--- src/dsw_pkg.sv ---
package dsw_pkg;
    // resolution variants
    localparam int unsigned RES_12         = 12;
    localparam int unsigned RES_14         = 14;
    localparam int unsigned RES_16         = 16;
    // frame lengths in falling edges
    localparam int unsigned FRAME_LONG     = 24;
    localparam int unsigned FRAME_SHORT    = 16;
    localparam int unsigned SHIFT_W        = 24;
    localparam int unsigned CODE_W         = 16;
    localparam int unsigned CNT_W          = 5;
    // host-side clock ceilings, in MHz
    localparam int unsigned SCLK_MAX_HI_MHZ = 30;
    localparam int unsigned SCLK_MAX_LO_MHZ = 20;
    // reset values
    localparam logic [CODE_W-1:0]  CODE_RST  = 16'h0000;
    localparam logic [SHIFT_W-1:0] SHIFT_RST = 24'h000000;
    localparam logic [CNT_W-1:0]   CNT_RST   = 5'h00;
    localparam logic [1:0]         SYNC_RST  = 2'h3;
    localparam logic [1:0]         RST_SYNC0 = 2'h0;
    localparam logic [1:0]         RST_SYNC1 = 2'h3;

    typedef enum logic [1:0] {
        DSW_IDLE,
        DSW_SHIFT,
        DSW_WAIT
    } dsw_state_t;

    // number of falling edges that closes a frame
    function automatic logic [CNT_W-1:0] frame_len(input int unsigned res);
        frame_len = (res == RES_16) ? CNT_W'(FRAME_LONG) : CNT_W'(FRAME_SHORT);
    endfunction

    // largest straight-binary code of a variant
    function automatic logic [CODE_W-1:0] code_max(input int unsigned res);
        code_max = CODE_W'((17'h10000 >> (RES_16 - res)) - 17'h1);
    endfunction
endpackage

--- src/dsw_sync.sv ---
`timescale 1ns/1ns
`default_nettype none
// two-flop synchroniser for one pin
module dsw_sync (
    input  wire logic clk,
    input  wire logic rst_n,
    input  wire logic d,
    output var  logic q
);
    import dsw_pkg::*;

    typedef struct packed {
        logic [1:0] ff;
    } dsw_sync_st_t;

    dsw_sync_st_t st_r;
    dsw_sync_st_t st_nxt;

    always_comb begin
        st_nxt.ff = {st_r.ff[0], d};
    end

    always_ff @(posedge clk or negedge rst_n) begin
        if (!rst_n) begin
            st_r.ff <= SYNC_RST;
        end else begin
            st_r <= st_nxt;
        end
    end

    assign q = st_r.ff[1];
endmodule
`default_nettype wire

--- src/dsw_port.sv ---
`timescale 1ns/1ns
`default_nettype none
// What this block does
// - frame select low enables the shift register
// - shift data in on serial clock falls
// - update DAC at final falling edge
// - early frame select rise aborts, no update
// - shift register 24 bits wide, frame 24 or 16 bits long
// - loaded code is straight binary
module dsw_port #(
    parameter int unsigned RES = dsw_pkg::RES_16
) (
    clk,
    nrst,
    sync_n,
    sclk,
    din,
    dac_code,
    dac_load,
    frame_abort,
    busy
);
    import dsw_pkg::*;

    input  wire logic              clk;
    input  wire logic              nrst;
    input  wire logic              sync_n;
    input  wire logic              sclk;
    input  wire logic              din;
    output var  logic [CODE_W-1:0] dac_code;
    output var  logic              dac_load;
    output var  logic              frame_abort;
    output var  logic              busy;

    localparam logic [CNT_W-1:0]  FLEN = frame_len(RES);
    localparam logic [CODE_W-1:0] CMAX = code_max(RES);

    // =========================================================
    // reset release and pin synchronisers
    // =========================================================
    logic [1:0] rst_ff_r;
    logic       rst_n;
    logic       sync_n_s;
    logic       sclk_s;
    logic       din_s;

    always_ff @(posedge clk or negedge nrst) begin
        if (!nrst) begin
            rst_ff_r <= RST_SYNC0;
        end else begin
            rst_ff_r <= {rst_ff_r[0], 1'b1};
        end
    end
    assign rst_n = rst_ff_r[1];

    dsw_sync u_sync_sel (.clk(clk), .rst_n(rst_n), .d(sync_n), .q(sync_n_s));
    dsw_sync u_sync_clk (.clk(clk), .rst_n(rst_n), .d(sclk),   .q(sclk_s));
    dsw_sync u_sync_din (.clk(clk), .rst_n(rst_n), .d(din),    .q(din_s));

    // =========================================================
    // state
    // =========================================================
    typedef struct packed {
        dsw_state_t         state;
        logic               sclk_d;
        logic               sel_d;
        logic [CNT_W-1:0]   cnt;
        logic [SHIFT_W-1:0] shreg;
        logic [CODE_W-1:0]  code;
        logic               load;
        logic               abort;
    } dsw_st_t;

    dsw_st_t st_r;
    dsw_st_t st_nxt;
    logic    sclk_fall;
    logic    sel_fall;
    logic    sel_rise;
    logic    last_fall;
    logic [SHIFT_W-1:0] shift_in;

    assign sclk_fall = st_r.sclk_d & ~sclk_s;
    assign sel_fall  = st_r.sel_d & ~sync_n_s;
    assign sel_rise  = ~st_r.sel_d & sync_n_s;
    assign shift_in  = {st_r.shreg[SHIFT_W-2:0], din_s};
    // final fall of the frame for this variant
    assign last_fall = sclk_fall && (st_r.cnt == FLEN - CNT_W'(1));

    // low bits of the last word carry the code; upper bits are control
    function automatic logic [CODE_W-1:0] extract(input logic [SHIFT_W-1:0] w);
        logic [CODE_W-1:0] raw;
        raw = w[CODE_W-1:0];
        extract = raw & CMAX;
    endfunction

    always_comb begin
        st_nxt        = st_r;
        st_nxt.sclk_d = sclk_s;
        st_nxt.sel_d  = sync_n_s;
        st_nxt.load   = 1'b0;
        st_nxt.abort  = 1'b0;
        unique case (st_r.state)
            DSW_IDLE: begin
                if (sel_fall) begin
                    st_nxt.state = DSW_SHIFT;
                    st_nxt.cnt   = CNT_RST;
                end
            end
            DSW_SHIFT: begin
                // final edge loads, even with select rising alongside
                if (last_fall) begin
                    st_nxt.shreg = shift_in;
                    st_nxt.code  = extract(shift_in);
                    st_nxt.load  = 1'b1;
                    st_nxt.cnt   = CNT_RST;
                    // a rise seen now would never show as an edge in wait
                    st_nxt.state = sync_n_s ? DSW_IDLE : DSW_WAIT;
                end else if (sync_n_s) begin
                    st_nxt.state = DSW_IDLE;
                    st_nxt.cnt   = CNT_RST;
                    st_nxt.abort = 1'b1;
                end else if (sclk_fall) begin
                    st_nxt.shreg = shift_in;
                    st_nxt.cnt   = st_r.cnt + CNT_W'(1);
                end
            end
            DSW_WAIT: begin
                if (sel_rise) begin
                    st_nxt.state = DSW_IDLE;
                end
            end
            default: begin
                st_nxt.state = DSW_IDLE;
            end
        endcase
    end

    always_ff @(posedge clk or negedge rst_n) begin
        if (!rst_n) begin
            st_r.state  <= DSW_IDLE;
            st_r.sclk_d <= 1'b1;
            st_r.sel_d  <= 1'b1;
            st_r.cnt    <= CNT_RST;
            st_r.shreg  <= SHIFT_RST;
            st_r.code   <= CODE_RST;
            st_r.load   <= 1'b0;
            st_r.abort  <= 1'b0;
        end else begin
            st_r <= st_nxt;
        end
    end

    assign dac_code    = st_r.code;
    assign dac_load    = st_r.load;
    assign frame_abort = st_r.abort;
    assign busy        = (st_r.state == DSW_SHIFT);

    // =========================================================
    // checks
    // =========================================================
    chk_load_on_edge: assert property (
        @(posedge clk) disable iff (!rst_n)
        dac_load |-> $past(sclk_fall) && $past(st_r.cnt) == FLEN - CNT_W'(1))
        else $error("load without final falling edge");

    chk_abort_keeps_code: assert property (
        @(posedge clk) disable iff (!rst_n)
        frame_abort |-> $stable(dac_code) && !dac_load)
        else $error("abort changed code");

    chk_code_stable: assert property (
        @(posedge clk) disable iff (!rst_n)
        !dac_load |-> $stable(dac_code))
        else $error("code moved without load");

    chk_shift_on_fall: assert property (
        @(posedge clk) disable iff (!rst_n)
        (busy && !sync_n_s && sclk_fall && st_r.cnt != FLEN - CNT_W'(1)) |=>
            st_r.shreg[0] == $past(din_s) && st_r.cnt == $past(st_r.cnt) + CNT_W'(1))
        else $error("bit not shifted on fall");

    chk_idle_ignores: assert property (
        @(posedge clk) disable iff (!rst_n)
        (st_r.state != DSW_SHIFT) |=> $stable(st_r.shreg))
        else $error("shift outside frame");

    chk_cnt_bound: assert property (
        @(posedge clk) disable iff (!rst_n)
        st_r.cnt < FLEN)
        else $error("counter past frame length");

    chk_code_range: assert property (
        @(posedge clk) disable iff (!rst_n)
        dac_code <= CMAX)
        else $error("code above full scale");

    chk_sel_enables: assert property (
        @(posedge clk) disable iff (!rst_n)
        (st_r.state == DSW_IDLE && sel_fall) |=> busy)
        else $error("frame select did not enable");

    cov_full_frame: cover property (@(posedge clk) disable iff (!rst_n) dac_load);
    cov_abort:      cover property (@(posedge clk) disable iff (!rst_n) frame_abort);
    chk_frame_end_clears: assert property (
        @(posedge clk) disable iff (!rst_n)
        (dac_load || frame_abort) |-> !busy && st_r.cnt == CNT_RST)
        else $error("frame end left counter or busy set");

    cov_back_to_back: cover property (@(posedge clk) disable iff (!rst_n)
        dac_load ##[1:1000] dac_load);
    cov_tight_close:  cover property (@(posedge clk) disable iff (!rst_n)
        dac_load && st_r.state == DSW_IDLE);
    cov_wait_ignores: cover property (@(posedge clk) disable iff (!rst_n)
        st_r.state == DSW_WAIT && sclk_fall);
endmodule
`default_nettype wire

--- config.mk ---
export PLATFORM = sky130hd
export DESIGN_NAME = dsw_port
export DESIGN_NICKNAME = d
export VERILOG_FILES = /design/src/dsw_pkg.sv /design/src/dsw_sync.sv /design/src/dsw_port.sv
export SDC_FILE = /design/constraint.sdc
export NUM_CORES = 1
export LEC_CHECK = 0
export ABC_AREA = 0
export BUFFER_PORTS_ARGS = -buffer_cell sky130_fd_sc_hd__buf_2
export CORE_UTILIZATION = 51
export DETAILED_ROUTE_END_ITERATION = 16
export PLACE_DENSITY = 0.72
export SLEW_MARGIN = 20
export SYNTH_ARGS = -nofsm -noshare
export SYNTH_HDL_FRONTEND = slang
export SYNTH_SLANG_ARGS = --single-unit
--- constraint.sdc ---
create_clock -name clk -period 1.5 [get_ports clk]
set_input_delay 0.225 -clock clk [delete_from_list [all_inputs] [get_ports clk]]
set_output_delay 0.225 -clock clk [all_outputs]
set_load 0.01 [all_outputs]
==> parameters.txt, run 1 <==
Parameter                              Value

Run status
  Outcome    complete, but fails checks
  Failing checks    setup timing

Worst setup path
  Source of the worst register-to-register timing path    st_r[48]
  List of cells traversed by the critical path    and4bb_4, nand3_4, a211oi_4, buf_12, mux2_2
  Endpoint type of the worst setup path    flop
  Register-to-Register Path Depth    5
  Max stage delay on crit path    0.54 ns
  Data arrival time of the critical path    1.96 ns
  Number of logic stages on the critical path including buffering    5
  Critical Path Slowest Stage Cell    dfstp_2
  Required time of the worst setup path    1.68 ns
  Max Fanout on Critical Path    15
  Worst setup path class    flop to flop
  Startpoint types    flop
  Launching instance or port of the critical path    st_r[48]
  Number of buffers and inverters on the critical path    1
  Worst path top cell family by delay    flip-flops

Synth
  Post-synth top area cell    dfrtp_1
  Syn_nets    145
  Leading cell types by total area after synthesis    dfrtp_1, mux2_2, dfstp_2
  Post-Syn Instances    139
  Register bit total from synthesis    50
  Synthesized area    2040 um2
  Area fraction of the dominant cell type after synthesis    0.516
  Average cell area after synthesis    14.6 um2
  Synth Warn #    0
  Synth cell types    31
  Sequential fraction of the synthesis area    0.620

STA
  Unrepaired setup endpoints after global routing    true
  Count of endpoints failing hold in the final timing report    0
  Period Utilization, post-route    1.19
  Slew Limit Fails    0
  Hold Slack    0.100 ns
  Clock Skew    0.00623 ns
  Achievable clock frequency    0.562 GHz
  Final worst path period need    1.78 ns
  Finish-stage setup viols    36
  Final setup margin    -0.279 ns

GRT
  Vias in the first global route    1182
  Antenna violations before repair    0
  GRT Residual Overflow    0
  Maximum number of pins on one net before global-route repair    43
  Global-route wire length before repair    5330 um
  Total track usage    0.175

Layout
  Final core utilization    0.643
  Post-synthesis to final-layout area growth    18.2%
  Fraction of layout instances using a drive strength above 1    0.572
  Count of antenna diodes in the layout    0
  # nets final    178

Route
  Number of optimization iterations in the first detailed-route pass    4
  Average wire length per cell after detail routing    14.4 um
  DR DRC count    0
  Number of routed nets with antenna violations    0
  DRT Wirelength    3190 um
  Starting DRT DRC Count    67
  Via count    1152
  Via density    5.21

Clocking
  Number of levels the H-tree was split into    2
  Clock transition at path regs    0.08 ns
  Number of sinks driven by the clock tree    50
  Clock Path Buffers    2
  CTS buffer count    5
  Clock tree from TritonCTS    yes
  Root buffer cell    clkbuf_8
  Worst-skew pair later-pin latency    0.30 ns

Power
  Cell Pwr Density    1040 nW/um2
  Total power after layout    2.50 mW
  Static Leak    1.20 nW
  Maximum VDD drop    0.578 mV

Floorplanning
  Die H    65.2 um
  Area of the core region    3740 um2
  I/O pin total    24
  Cell row count    22
  Die outline area    4250 um2
  Effective utilization at floorplan    0.544
  Die X-Extent    65.2 um

Flow run
  Max-cap violation count    0

Worst hold path
  Hold Path Class    flop to asynchronous set/reset pin

Placement
  Number of buffers inserted by port buffering    23
  Global placement routability congestion    0.812
  Half-perimeter wire length after detailed placement    2180 um
==> synth_stat cells, drive strengths merged <==
library cell	number
nor4	1
conb	1
nand2	4
buf	18
a221o	1
o21ai	4
and4bb	1
o32ai	1
dfstp	8
a211oi	1
nand2b	1
o31ai	1
mux2	31
nand3	3
nand4	1
nor2	4
dfrtp	42
or3b	1
o311ai	1
nand3b	2
or2b	1
inv	4
nor3b	1
ha	1
a21oi	1
and3	2
nor2b	2
==> placed cells by master, fill, tap and decap left out, types with 2 or more instances in the layout <==
cell type	n
and3_2	2
buf_12	3
buf_2	23
buf_4	14
clkbuf_1	2
clkbuf_8	5
dfrtp_1	41
dfstp_2	8
dlygate4sd3_1	4
inv_1	4
mux2_2	31
nand2_1	4
nand3_1	2
nor2_1	3
nor2b_1	2
o21ai_2	3
==> cells by family (layout without fill, tap and decap cells) <==
group	count (synthesis)	in the layout	share of synthesized area
buf+inv	22	56	0.0756
mux	31	31	0.171
simple gates	24	24	0.0861
flops	50	50	0.620
fa+ha+maj	1	1	0.00615
compound gates	10	10	0.0393
other cells	1	1	0.00184
==> worst reg2reg max path: cells and delay by family (launching register included) <==
family / cells / cell delay (ns)
flip-flops: 1 / 0.54
AND/OR/NAND/NOR: 2 / 0.35
AO/OA/AOI/OAI: 1 / 0.26
buffers and inverters: 1 / 0.18
multiplexers: 1 / 0.34
==> worst paths after layout <==
check,slack [ns],end
setup / recovery,-0.28,shift_in[6]
hold / removal,0.10,dac_code[4]
setup reg to reg,-0.28,shift_in[6]
hold reg to reg,0.10,dac_code[4]
max in group asynchronous,0.89,u_sync_sel.st_r[1]
min in group clk,0.36,rst_ff_r[1]
==> timing repair <==
item,in CTS,in global routing
pin swaps,1,1
buffers inserted,0,1
gates resized for setup,1,6
setup endpoints to repair,36,36
hold buffers,1,3
hold endpoints to repair,2,3
==> cell type report <==
type / count / area, um2
inverters: 4 / 15.0
flip-flops and latches: 50 / 1260
fillers: 315 / 1340
clock buffers: 7 / 76.3
well taps: 48 / 60.1
clock inverters: 1 / 30.0
multi-input cells: 67 / 642
repair buffers: 44 / 320
==> stage by stage <==
stage                     setup TNS (ns)  setup WS [ns]  instance area, um2  std cells
after floorplan                    -8.59         -0.343                2040        139
after global placement             -5.87         -0.226                2230        208
after detailed placement           -6.97         -0.261                2230        208
after CTS                          -7.41         -0.274                2350        217
after global routing               -8.88         -0.324                2410        221
final                              -7.50         -0.279                2410        221
==> where the power goes <==
part	internal (mW)	switching, mW	total, mW
combinational	0.0825	0.0735	0.156
clock	0.499	0.399	0.897
sequential	1.41	0.0406	1.45
==> layer usage <==
layer	wire length, um	vias to the layer above	track usage
li1	-	534	-
met1	1370	577	0.201
met2	1610	37	0.271
met3	189	4	0.0868
met4	28	0	0.0870
met5	0	-	0
==> sequential cells by signal (all words and copies together) (netlist names) <==
signal and cells:
u_sync_din.st_r 2, shift_in 15, u_sync_sel.st_r 2, dac_load 1, dac_code 16, rst_ff_r 2
frame_abort 1, st_r 9, u_sync_clk.st_r 2
Power figures use the tool's default switching activity.
==> run 2, diff against run 1 <==
Settings changed: CORE_UTILIZATION 51 to 54, PLACE_DENSITY 0.72 to 0.73.
Clock period 1.5 ns to 2.05 ns, I/O delays scaled along.
==> run 2 against run 1 <==
The flow now finishes without violations; sequential share of layout area rose by 2.9 points; sequential cell count unchanged; largest cell class unchanged; critical path depth is 1 lower; highest routed layer unchanged; register-to-register slack gained 0.43 ns.
==> parameters.txt, run 2 (synthesis results as in run 1) <==
Parameter                              Value

Placement
  Global placement routability congestion    0.794
  Number of buffers inserted by port buffering    23
  Half-perimeter wire length after detailed placement    2010 um

Layout
  Most flop-heavy register    dac_code
  # nets final    162
  Most common library cell in the layout ignoring fill and taps    dfrtp_1
  Fraction of layout instances using a drive strength above 1    0.535
  Largest register FFs    16
  Post-synthesis to final-layout area growth    11.9%
  Count of antenna diodes in the layout    0
  Filler cell count in the final layout    263
  Top library cells by usage in the layout, fill and taps aside    dfrtp_1, mux2_2, buf_2, dfstp_2, clkbuf_8
  Register Area    1260 um2
  Total area of multi-input combinational cells    621 um2

STA
  Count of endpoints failing hold in the final timing report    0
  Slew Limit Headroom    0.570
  Slew Limit Fails    0
  Achievable clock frequency    0.526 GHz
  Final worst path period need    1.90 ns
  Period Utilization, post-route    0.927
  Finish-stage setup viols    0
  Clock Skew    0.00939 ns
  Unrepaired setup endpoints after global routing    false
  Worst Max-Slew Pin Slew    0.644 ns
  Final sum of negative setup slack    0 ns

Route
  Number of routed nets with antenna violations    0
  DRT Wirelength    2890 um
  Via count    1087
  Number of optimization iterations in the first detailed-route pass    4
  Average wire length per cell after detail routing    14.2 um
  DR DRC count    0
  Via density    5.35
  Starting DRT DRC Count    26

Worst setup path
  Max Fanout on Critical Path    7
  Endpoint type of the worst setup path    flop
  Source of the worst register-to-register timing path    st_r[48]
  Startpoint types    flop
  Worst setup path class    flop to flop
  Required time of the worst setup path    2.24 ns
  Launching instance or port of the critical path    st_r[48]
  Data arrival time of the critical path    2.09 ns

Power
  Maximum VDD drop    0.582 mV
  Static Leak    1.13 nW
  Total power after layout    1.97 mW
  Cell Pwr Density    864 nW/um2

Clocking
  Number of levels the H-tree was split into    2
  Root buffer cell    clkbuf_8
  Worst-skew pair later-pin latency    0.30 ns
  Clock tree from TritonCTS    yes
  Number of sinks driven by the clock tree    50
  CTS buffer count    5
  Clock Path Buffers    2
  Clock transition at path regs    0.09 ns

Floorplanning
  Area of the core region    3470 um2
  Die outline area    4020 um2
  Die H    63.4 um
  I/O pin total    24
  Effective utilization at floorplan    0.587
  Cell row count    21
  Die X-Extent    63.4 um

GRT
  Global-route wire length before repair    5060 um
  GRT Residual Overflow    0
  Vias in the first global route    1105
  Maximum number of pins on one net before global-route repair    25
  Total track usage    0.165
  Antenna violations before repair    0

Worst hold path
  Startpoint of the tightest hold check path    din
  Hold Path Class    primary input to flop

Run status
  Outcome    finished clean

Flow run
  Max-cap violation count    0
[run 2: cell count changes in the layout (fill, tap and decap cells not counted)]
| cell | before | now |
|---|---|---|
| buf_4 | 14 | 2 |
| o21ai_0 | 0 | 4 |
| dlygate4sd3_1 | 4 | 1 |
| o21ai_2 | 3 | 0 |
| clkbuf_1 | 2 | 0 |
| buf_12 | 3 | 2 |
| bufinv_16 | 1 | 2 |
| clkbuf_8 | 5 | 6 |
| o21ai_1 | 1 | 0 |
| o311ai_1 | 0 | 1 |
| o311ai_2 | 1 | 0 |
| or2b_2 | 0 | 1 |
| or2b_4 | 1 | 0 |
[run 2: cell type report]
class / instances / area share
repair buffers: 28 / 0.0791
inverters: 4 / 0.00659
clock buffers: 6 / 0.0362
multi-input cells: 67 / 0.272
clock inverters: 2 / 0.0264
flip-flops and latches: 50 / 0.554
well taps: 46 / 0.0253
[run 2: path summary, 6_finish.rpt]
check                      cells past startpoint  slack (ns)                  to
max                                            4        0.15            st_r[46]
max reg2reg                                    4        0.15            st_r[46]
min reg2reg                                    0        0.23         shift_in[1]
min in group asynchronous                      0        0.23         shift_in[1]
max in group asynchronous                      1        1.21            st_r[47]
min                                            1        0.10  u_sync_din.st_r[0]
[run 2: through the flow]
step	hold slack, ns	setup WS, ns	cells	area [um2]	util
after global placement	0.0929	0.212	194	2130	0.613
after floorplan	0.0119	0.177	139	2040	-
after CTS	0.0932	0.164	203	2280	0.657
final	0.104	0.151	203	2280	0.657
after detailed placement	0.0967	0.188	194	2130	0.613
after global routing	0.0845	0.0564	203	2280	0.657
[run 2: worst max-delay path: stages (launching register included)]
cell      delay [ns]
dfstp_2         0.53
or2b_2          0.33
a221o_1         0.44
nand3b_4        0.21
o311ai_1        0.30
[run 2: repair_timing]
action | 4_1_cts | 5_1_grt
gates resized for setup | 0 | 0
hold buffers | 1 | 0
setup endpoints to repair | 0 | 0
hold endpoints to repair | 2 | 0
setup buffers | 0 | 0
[run 2: where the power goes]
| part | total (mW) | switching, mW | internal [mW] |
|---|---|---|---|
| clock | 0.824 | 0.305 | 0.520 |
| combinational | 0.0778 | 0.0369 | 0.0409 |
| sequential | 1.07 | 0.0368 | 1.03 |
| total | 1.97 | 0.378 | 1.59 |
[run 2: layer usage]
layer / share of wire / track usage / vias to the layer above
met5: 0 / 0 / -
met1: 0.47 / 0.225 / 545
met4: 0.014 / 0.0597 / 0
met2: 0.47 / 0.249 / 33
met3: 0.051 / 0.0543 / 5
li1: - / - / 504
